[config.mk]
export PLATFORM = sky130hd
export DESIGN_NAME = sfi_spi_slave
export DESIGN_NICKNAME = d
export VERILOG_FILES = /design/src/sfi_pkg.sv /design/src/sfi_spi_slave.sv
export SDC_FILE = /design/constraint.sdc
export NUM_CORES = 1
export LEC_CHECK = 0
export BUFFER_PORTS_ARGS = -buffer_cell sky130_fd_sc_hd__buf_2
export CELL_PAD_IN_SITES_DETAIL_PLACEMENT = 1
export CELL_PAD_IN_SITES_GLOBAL_PLACEMENT = 1
export CORE_MARGIN = 3
export CORE_UTILIZATION = 53
export DETAILED_ROUTE_END_ITERATION = 10
export GPL_TIMING_DRIVEN = 0
export PLACE_DENSITY_LB_ADDON = 0.1
export SLEW_MARGIN = 20
export SYNTH_ARGS = -nofsm -noshare
export SYNTH_HDL_FRONTEND = slang
export SYNTH_SLANG_ARGS = --single-unit
[constraint.sdc]
create_clock -name CLK -period 3.5 [get_ports CLK]
set_clock_uncertainty 0.05 [all_clocks]
set_input_delay 0.525 -clock CLK [delete_from_list [all_inputs] [get_ports CLK]]
set_output_delay 0.525 -clock CLK [all_outputs]
set_load 0.02 [all_outputs]
[src/sfi_pkg.sv]
package sfi_pkg;

  // ------------------------------------------------------------
  // array geometry
  // ------------------------------------------------------------
  localparam int unsigned ARRAY_BYTES = 262144;
  localparam int unsigned ADDR_W = 18;
  localparam int unsigned SMALL_SECTOR_BYTES = 4096;
  localparam int unsigned SECTOR_BYTES = 65536;
  localparam int unsigned PAGE_BYTES = 256;
  localparam int unsigned SMALL_SECTOR_SHIFT = 12;
  localparam int unsigned SECTOR_SHIFT = 16;

  // ------------------------------------------------------------
  // framing and buffering
  // ------------------------------------------------------------
  localparam int unsigned HDR_BYTES = 4; // opcode plus three address bytes
  localparam int unsigned FIFO_DEPTH = 16;
  localparam logic [2:0] BIT_LAST = 3'h7; // bit 7 goes first, bit 0 last
  localparam logic [9:0] FRAME_CNT_RESET = 10'h000;
  localparam logic [9:0] PAGE_END_CNT = 10'h104; // header plus one page

  // ------------------------------------------------------------
  // link state
  // ------------------------------------------------------------
  typedef enum logic [1:0] {
    SFI_IDLE = 2'b00,
    SFI_XFER = 2'b01,
    SFI_HOLD = 2'b10
  } sfi_state_type;

  // one received byte with a marker for the opcode position
  typedef struct packed {
    logic first;
    logic [7:0] data;
  } sfi_byte_type;

endpackage

[src/sfi_spi_slave.sv]
`timescale 1ns/100ps
// Notes on behaviour
// sample serial input on rising clock edges
// shift stored data out after falling edges
// select low is active; high means standby
// status write lock only with protect low
// hold low suspends, high resumes transfer
// only clock modes 0 and 3 supported
// array is 256k bytes, byte addressed
// erase units 4k small sector, 64k sector
// one program writes at most one page
// host waits erase worst case times
// host waits 5 ms page program
// host keeps serial clock under 30 MHz
// every byte travels msb first
// clock level at select picks mode
// host ends non read commands whole
// output released while deselected
// during hold ignore clocks, release output
// host polls busy before new commands

// ------------------------------------------------------------
// byte fifo with registered output stage
// ------------------------------------------------------------
module sfi_fifo #(
  parameter int unsigned WIDTH = 9,
  parameter int unsigned DEPTH = 16
) (
  input wire logic clk,
  input wire logic reset,
  input wire logic in_valid,
  output logic in_ready,
  input wire logic [WIDTH-1:0] in_data,
  output logic out_valid,
  input wire logic out_ready,
  output logic [WIDTH-1:0] out_data
);
  localparam int unsigned PW = $clog2(DEPTH);
  logic [WIDTH-1:0] mem_q [DEPTH];
  logic [PW-1:0] wr_ptr_q;
  logic [PW-1:0] rd_ptr_q;
  logic [PW:0] count_q;
  logic push;
  logic pop;

  // out stage refills whenever it is empty or being drained
  assign in_ready = (count_q != (PW+1)'(DEPTH));
  assign push = in_valid && in_ready;
  assign pop = (count_q != '0) && (!out_valid || out_ready);

  // storage, no reset needed on the data words
  always_ff @(posedge clk) begin
    if (push) begin
      mem_q[wr_ptr_q] <= in_data;
    end
  end

  // pointers and fill level
  always_ff @(posedge clk or posedge reset) begin
    if (reset) begin
      wr_ptr_q <= '0;
      rd_ptr_q <= '0;
      count_q <= '0;
    end else begin
      if (push) begin
        wr_ptr_q <= wr_ptr_q + 1'b1;
      end
      if (pop) begin
        rd_ptr_q <= rd_ptr_q + 1'b1;
      end
      count_q <= count_q + (PW+1)'(push) - (PW+1)'(pop);
    end
  end

  // registered head word
  always_ff @(posedge clk or posedge reset) begin
    if (reset) begin
      out_valid <= 1'b0;
      out_data <= '0;
    end else if (pop) begin
      out_valid <= 1'b1;
      out_data <= mem_q[rd_ptr_q];
    end else if (out_ready) begin
      out_valid <= 1'b0;
    end
  end
endmodule

// ------------------------------------------------------------
// serial front end
// ------------------------------------------------------------
module sfi_spi_slave #(
  parameter int unsigned DEPTH = sfi_pkg::FIFO_DEPTH
) (
  input wire logic CLK,
  input wire logic RESET,
  input wire logic SCK,
  input wire logic CS_N,
  input wire logic SI,
  input wire logic HOLD_N,
  input wire logic WP_N,
  output logic SO,
  output logic SO_OE,
  input wire logic STATUS_WRITE_LOCK,
  output logic LOCK_ACTIVE,
  input wire logic TX_EN,
  input wire logic [7:0] TX_DATA,
  output logic TX_TAKE,
  output logic RX_VALID,
  input wire logic RX_READY,
  output sfi_pkg::sfi_byte_type RX_BYTE,
  output logic SELECTED,
  output logic MODE3,
  output logic PAGE_END,
  output logic OVERRUN
);
  import sfi_pkg::*;

  sfi_state_type state_q;
  sfi_state_type state_d;
  logic sck_q;
  logic [7:0] rx_shift_q;
  logic [6:0] tx_shift_q;
  logic [2:0] bit_cnt_q;
  logic first_q;
  logic rise_seen_q;
  logic [9:0] frame_cnt_q;
  logic push_q;
  logic rd_on_q;
  sfi_byte_type push_byte_q;
  logic fifo_ready;
  logic active;
  logic sck_rise;
  logic sck_fall;

  // sck is sampled at 250 MHz; an edge counts at the first clock that sees the new level
  assign active = (state_q == SFI_XFER);
  assign sck_rise = active && SCK && !sck_q;
  assign sck_fall = active && !SCK && sck_q;

  // ------------------------------------------------------------
  // selection and hold
  // ------------------------------------------------------------
  // select and hold decide whether clock edges count at all
  always_comb begin
    state_d = state_q;
    case (state_q)
      SFI_IDLE: begin
        if (!CS_N) begin
          state_d = HOLD_N ? SFI_XFER : SFI_HOLD;
        end
      end
      SFI_XFER: begin
        if (CS_N) begin
          state_d = SFI_IDLE;
        end else if (!HOLD_N) begin
          state_d = SFI_HOLD;
        end
      end
      SFI_HOLD: begin
        if (CS_N) begin
          state_d = SFI_IDLE;
        end else if (HOLD_N) begin
          state_d = SFI_XFER;
        end
      end
      default: begin
        state_d = SFI_IDLE;
      end
    endcase
  end

  always_ff @(posedge CLK or posedge RESET) begin
    if (RESET) begin
      state_q <= SFI_IDLE;
      sck_q <= 1'b0;
      SELECTED <= 1'b0;
    end else begin
      state_q <= state_d;
      sck_q <= SCK;
      SELECTED <= !CS_N;
    end
  end

  // clock level at the select edge fixes mode 0 or mode 3
  always_ff @(posedge CLK or posedge RESET) begin
    if (RESET) begin
      MODE3 <= 1'b0;
    end else if (state_q == SFI_IDLE && !CS_N) begin
      MODE3 <= SCK;
    end
  end

  // ------------------------------------------------------------
  // receive path
  // ------------------------------------------------------------
  // bits enter msb first on rising edges; a partial byte is dropped
  always_ff @(posedge CLK or posedge RESET) begin
    if (RESET) begin
      rx_shift_q <= 8'h00;
      bit_cnt_q <= 3'h0;
      first_q <= 1'b1;
      rise_seen_q <= 1'b0;
      push_q <= 1'b0;
      push_byte_q <= '0;
    end else begin
      push_q <= 1'b0;
      if (state_q == SFI_IDLE) begin
        bit_cnt_q <= 3'h0;
        first_q <= 1'b1;
        rise_seen_q <= 1'b0;
      end else if (sck_rise) begin
        rx_shift_q <= {rx_shift_q[6:0], SI};
        bit_cnt_q <= bit_cnt_q + 3'h1;
        rise_seen_q <= 1'b1;
        if (bit_cnt_q == BIT_LAST) begin
          push_q <= 1'b1;
          push_byte_q <= '{first: first_q, data: {rx_shift_q[6:0], SI}};
          first_q <= 1'b0;
        end
      end
    end
  end

  // bytes in the frame; the page limit marks where programming stops
  always_ff @(posedge CLK or posedge RESET) begin
    if (RESET) begin
      frame_cnt_q <= FRAME_CNT_RESET;
      PAGE_END <= 1'b0;
    end else if (state_q == SFI_IDLE) begin
      frame_cnt_q <= FRAME_CNT_RESET;
      PAGE_END <= 1'b0;
    end else if (push_q && frame_cnt_q != PAGE_END_CNT) begin
      frame_cnt_q <= frame_cnt_q + 10'h001;
      PAGE_END <= (frame_cnt_q + 10'h001 == PAGE_END_CNT);
    end
  end

  // the host cannot be stalled, so a full buffer is reported instead
  always_ff @(posedge CLK or posedge RESET) begin
    if (RESET) begin
      OVERRUN <= 1'b0;
    end else if (push_q && !fifo_ready) begin
      OVERRUN <= 1'b1;
    end else if (state_q == SFI_IDLE && !CS_N) begin
      OVERRUN <= 1'b0;
    end
  end

  sfi_fifo #(
    .WIDTH($bits(sfi_byte_type)),
    .DEPTH(DEPTH)
  ) u_fifo (
    .clk(CLK),
    .reset(RESET),
    .in_valid(push_q),
    .in_ready(fifo_ready),
    .in_data(push_byte_q),
    .out_valid(RX_VALID),
    .out_ready(RX_READY),
    .out_data(RX_BYTE)
  );

  // ------------------------------------------------------------
  // transmit path
  // ------------------------------------------------------------
  // a new byte is loaded on the first falling edge of each byte slot;
  // in mode 3 the falling edge before any rising edge is skipped
  always_ff @(posedge CLK or posedge RESET) begin
    if (RESET) begin
      SO <= 1'b0;
      tx_shift_q <= 7'h00;
      TX_TAKE <= 1'b0;
    end else begin
      TX_TAKE <= 1'b0;
      if (sck_fall && rise_seen_q) begin
        if (bit_cnt_q == 3'h0) begin
          SO <= TX_DATA[7];
          tx_shift_q <= TX_DATA[6:0];
          TX_TAKE <= TX_EN;
        end else begin
          SO <= tx_shift_q[6];
          tx_shift_q <= {tx_shift_q[5:0], 1'b0};
        end
      end
    end
  end

  // read phase memory; survives a hold so the driver comes back after it
  always_ff @(posedge CLK or posedge RESET) begin
    if (RESET) begin
      rd_on_q <= 1'b0;
    end else if (state_q == SFI_IDLE || !TX_EN) begin
      rd_on_q <= 1'b0;
    end else if (sck_fall && rise_seen_q && bit_cnt_q == 3'h0) begin
      rd_on_q <= 1'b1;
    end
  end

  // driver enabled only when selected, not held, and a read is running
  always_ff @(posedge CLK or posedge RESET) begin
    if (RESET) begin
      SO_OE <= 1'b0;
    end else if (state_d != SFI_XFER) begin
      SO_OE <= 1'b0;
    end else if (sck_fall && rise_seen_q && bit_cnt_q == 3'h0) begin
      SO_OE <= TX_EN;
    end else begin
      SO_OE <= rd_on_q && TX_EN;
    end
  end

  // protect pin high makes the stored lock bit powerless
  always_ff @(posedge CLK or posedge RESET) begin
    if (RESET) begin
      LOCK_ACTIVE <= 1'b0;
    end else begin
      LOCK_ACTIVE <= STATUS_WRITE_LOCK && !WP_N;
    end
  end
endmodule

==> impl_metrics.yaml <==
worst_setup_path:
  path_class: "reg2reg"
  cp-start-kind: "register"
  end_kind: "register"
  r2r-start: "u_fifo.count_q[3]"
  reg2reg_depth: 14
  worstPathMaxFanout: 4
  required_ns: 3.85
  r2r-end: "u_fifo.count_q[4]"
  startpoint: "u_fifo.count_q[3]"
  rrSetupSlack_ns: 0.46
  worstPathArrival_ns: 3.39
  cp-endpoint: "u_fifo.count_q[4]"
drt:
  antenna_left: 0
  post-route-drc-count: 0
  dr.first_iter.drc_count: 324
  drt-total-wl_um: 19040
  wl_per_cell_um: 22.69
  vias: 4789
  drtPass1Iterations: 4
  vias_per_cell: 5.708
sta:
  slew-limit-headroom: 0.3459
  setup_tns_ns: 0
  finalSetupViolCount: 0
  min_period_over_period: 0.8680
  rsz0062_at_grt: "false"
  max_freq_ghz: 0.3292
  worst_pin_slew_ns: 0.9775
  maxSlewViolCount: 0
  fin_crit_ns: 3.038
  final_hold_viol_count: 0
synth:
  ys_types: 53
  synth_area_um2: 8930
  syn_area_per_cell_um2: 16.54
  synth_ff_type: "edfxtp_1"
  synth_edf_count: 144
  seq_area_frac_synth: 0.6917
  yosysWarningCount: 0
  syn-num-nets: 576
  ys_ff_latch: 218
  synthArstFlopShare: 0.3394
  syn_inst: 540
cells_and_area:
  multi_input_area_um2: 2507
  diodes: 0
  layout-drive-gt1-share: 0.2472
  regArea_um2: 6177
  finalNetCount: 642
  final_common_cell: "edfxtp_1"
  syn_to_final_growth_pct: 13.83
  layout_common_cells: "edfxtp_1, dfrtp_1, buf_2"
  fillers: 1469
  fin_cells: 839
clock_tree:
  cts_root_buf: "clkbuf_16"
  postCtsSetupBuffers: 0
  clock_latency_ns: 0.51
  numCtsBuffers: 23
  clockBufferDepth: 3
  clk_pin_slew_ns: 0.06
  clock-sinks: 218
  cts_tree: "done"
  ctsResizeCount: 0
  cts_max_level: 1
place:
  dpl.hpwl_um: 12690
  port_buffers: 35
  dp.cells: 796
  routabilityCongestion: 0.8170
power_and_ir_drop:
  pwr_density_cell_nw_per_um2: 648.7
  ir_worst_vdd_mv: 0.3381
  total_leakage_power_nw: 4.079
floorplan:
  die_h_um: 135.8
  pin_count: 36
  start_util: 0.5521
  rows: 46
  core_um2: 16170
  die_x_um: 135.8
  die-area_um2: 18440
global_routing:
  grt_pass1_wl_um: 30470
  grt_max_degree: 49
  grt_use_total: 0.2196
  grt.overflow.total: 0
  antenna_found_initial: 0
  grt_pass1_vias: 5405
flow_run:
  max_cap_violations: 0
status:
  status: "finished, final reports clean"
worst_hold_path:
  hp-class: "in2reg"
==> cell type report <==
class,count,area share
Buffer,27,0.01514
Clock inverter,12,0.006155
Inverter,31,0.01169
Clock buffer,30,0.06216
Tap cell,216,0.02659
Sequential cell,218,0.6077
Timing Repair Buffer,41,0.02388
Multi-Input combinational cell,264,0.2467
==> synthesized netlist by cell type (2+ instances only) <==
master	number	area share
ha_1	17	0.024
o211ai_1	2	0.0017
nand3_1	4	0.0022
xnor2_1	12	0.012
and3_1	4	0.0028
nor2b_1	4	0.0028
nand2_1	17	0.0071
mux2_2	18	0.023
or3_1	4	0.0028
nor3b_1	2	0.0017
and2_1	10	0.0070
edfxtp_1	144	0.48
a21oi_1	15	0.0084
xor2_1	5	0.0049
nand4_1	6	0.0042
clkbuf_1	11	0.0046
nor2_1	26	0.011
buf_6	2	0.0025
o21ai_0	9	0.0050
dfrtp_1	73	0.20
buf_4	3	0.0025
mux2i_1	17	0.019
inv_1	30	0.013
a211oi_1	8	0.0067
and4_1	2	0.0020
or2_2	2	0.0014
nor4_1	4	0.0028
buf_2	8	0.0045
o22ai_1	8	0.0056
nor4b_1	2	0.0020
a21o_1	11	0.0092
nand2b_1	3	0.0021
o31ai_1	2	0.0017
mux4_2	36	0.091
==> worst max-delay path, stage by stage (launching register included) <==
cell and delay, ns:
dfrtp_1 0.39, inv_1 0.09, ha_1 0.17, nor4b_1 0.32
a21o_1 0.27, inv_1 0.20, ha_1 0.33, inv_1 0.06
ha_1 0.17, inv_1 0.06, fa_1 0.41, inv_1 0.08
a21oi_1 0.06, o21bai_1 0.15, xnor2_1 0.14
==> repair_timing <==
action,CTS,global route
hold endpoints to repair,26,0
setup endpoints to repair,0,0
hold buffers,1,0
==> metal layers <==
metal | GRT usage | vias to the layer above | wire length, um
met5 | 0 | - | 0
met4 | 0.04983 | 0 | 346
met3 | 0.03046 | 28 | 802
met2 | 0.3933 | 102 | 10000
met1 | 0.2879 | 2493 | 7883
li1 | - | 2166 | -
==> power by group <==
part,internal [mW],switching [mW]
clock,1.27,0.965
combinational,0.611,0.764
sequential,2.87,0.111
total,4.75,1.84
==> cells by family after synthesis <==
logic type               Yosys count  share of synthesized area
flip-flops                       218                     0.6917
AND/OR/NAND/NOR                   97                    0.05871
multiplexers                      71                     0.1325
AO/OA/AOI/OAI                     61                    0.04400
buffers and inverters             58                    0.03026
adder cells (fa/ha/maj)           18                    0.02606
XOR/XNOR                          17                    0.01667
==> state kept, by name (all words and copies together) (netlist names), 2 cells and up <==
signal / cells
u_fifo.mem_q: 144
frame_cnt_q: 10
push_byte_q: 9
u_fifo.out_data: 9
rx_shift_q: 7
tx_shift_q: 7
u_fifo.count_q: 5
u_fifo.rd_ptr_q: 4
u_fifo.wr_ptr_q: 4
bit_cnt_q: 3
state_q: 2
==> worst min path at each step <==
stage / start / end / slack [ns] / depth (start not counted)
after floorplan: rise_seen_q / rise_seen_q / 0.40 / 1
after global placement: u_fifo.out_data[3] / u_fifo.out_data[3] / 0.41 / 1
after detailed placement: u_fifo.out_data[1] / u_fifo.out_data[1] / 0.41 / 1
after CTS: HOLD_N / state_q[1] / 0.10 / 2
after global routing: HOLD_N / state_q[1] / 0.10 / 2
final: HOLD_N / state_q[1] / 0.12 / 2
==> through the flow <==
stage               cell area (um2)    util  power (mW)  hold WS [ns]  worst slack, ns
global route                  10160  0.6285       6.891        0.1040           0.2634
finish                        10160  0.6285       6.593        0.1183           0.4619
floorplan                      8930       -       4.012        0.3999            1.045
detailed placement             9460  0.5849       4.429        0.4138           0.4913
CTS                           10160  0.6285       6.676        0.1014           0.4550
global placement               9375  0.5797       4.356        0.4059          0.08111
Power figures use the tool's default switching activity.
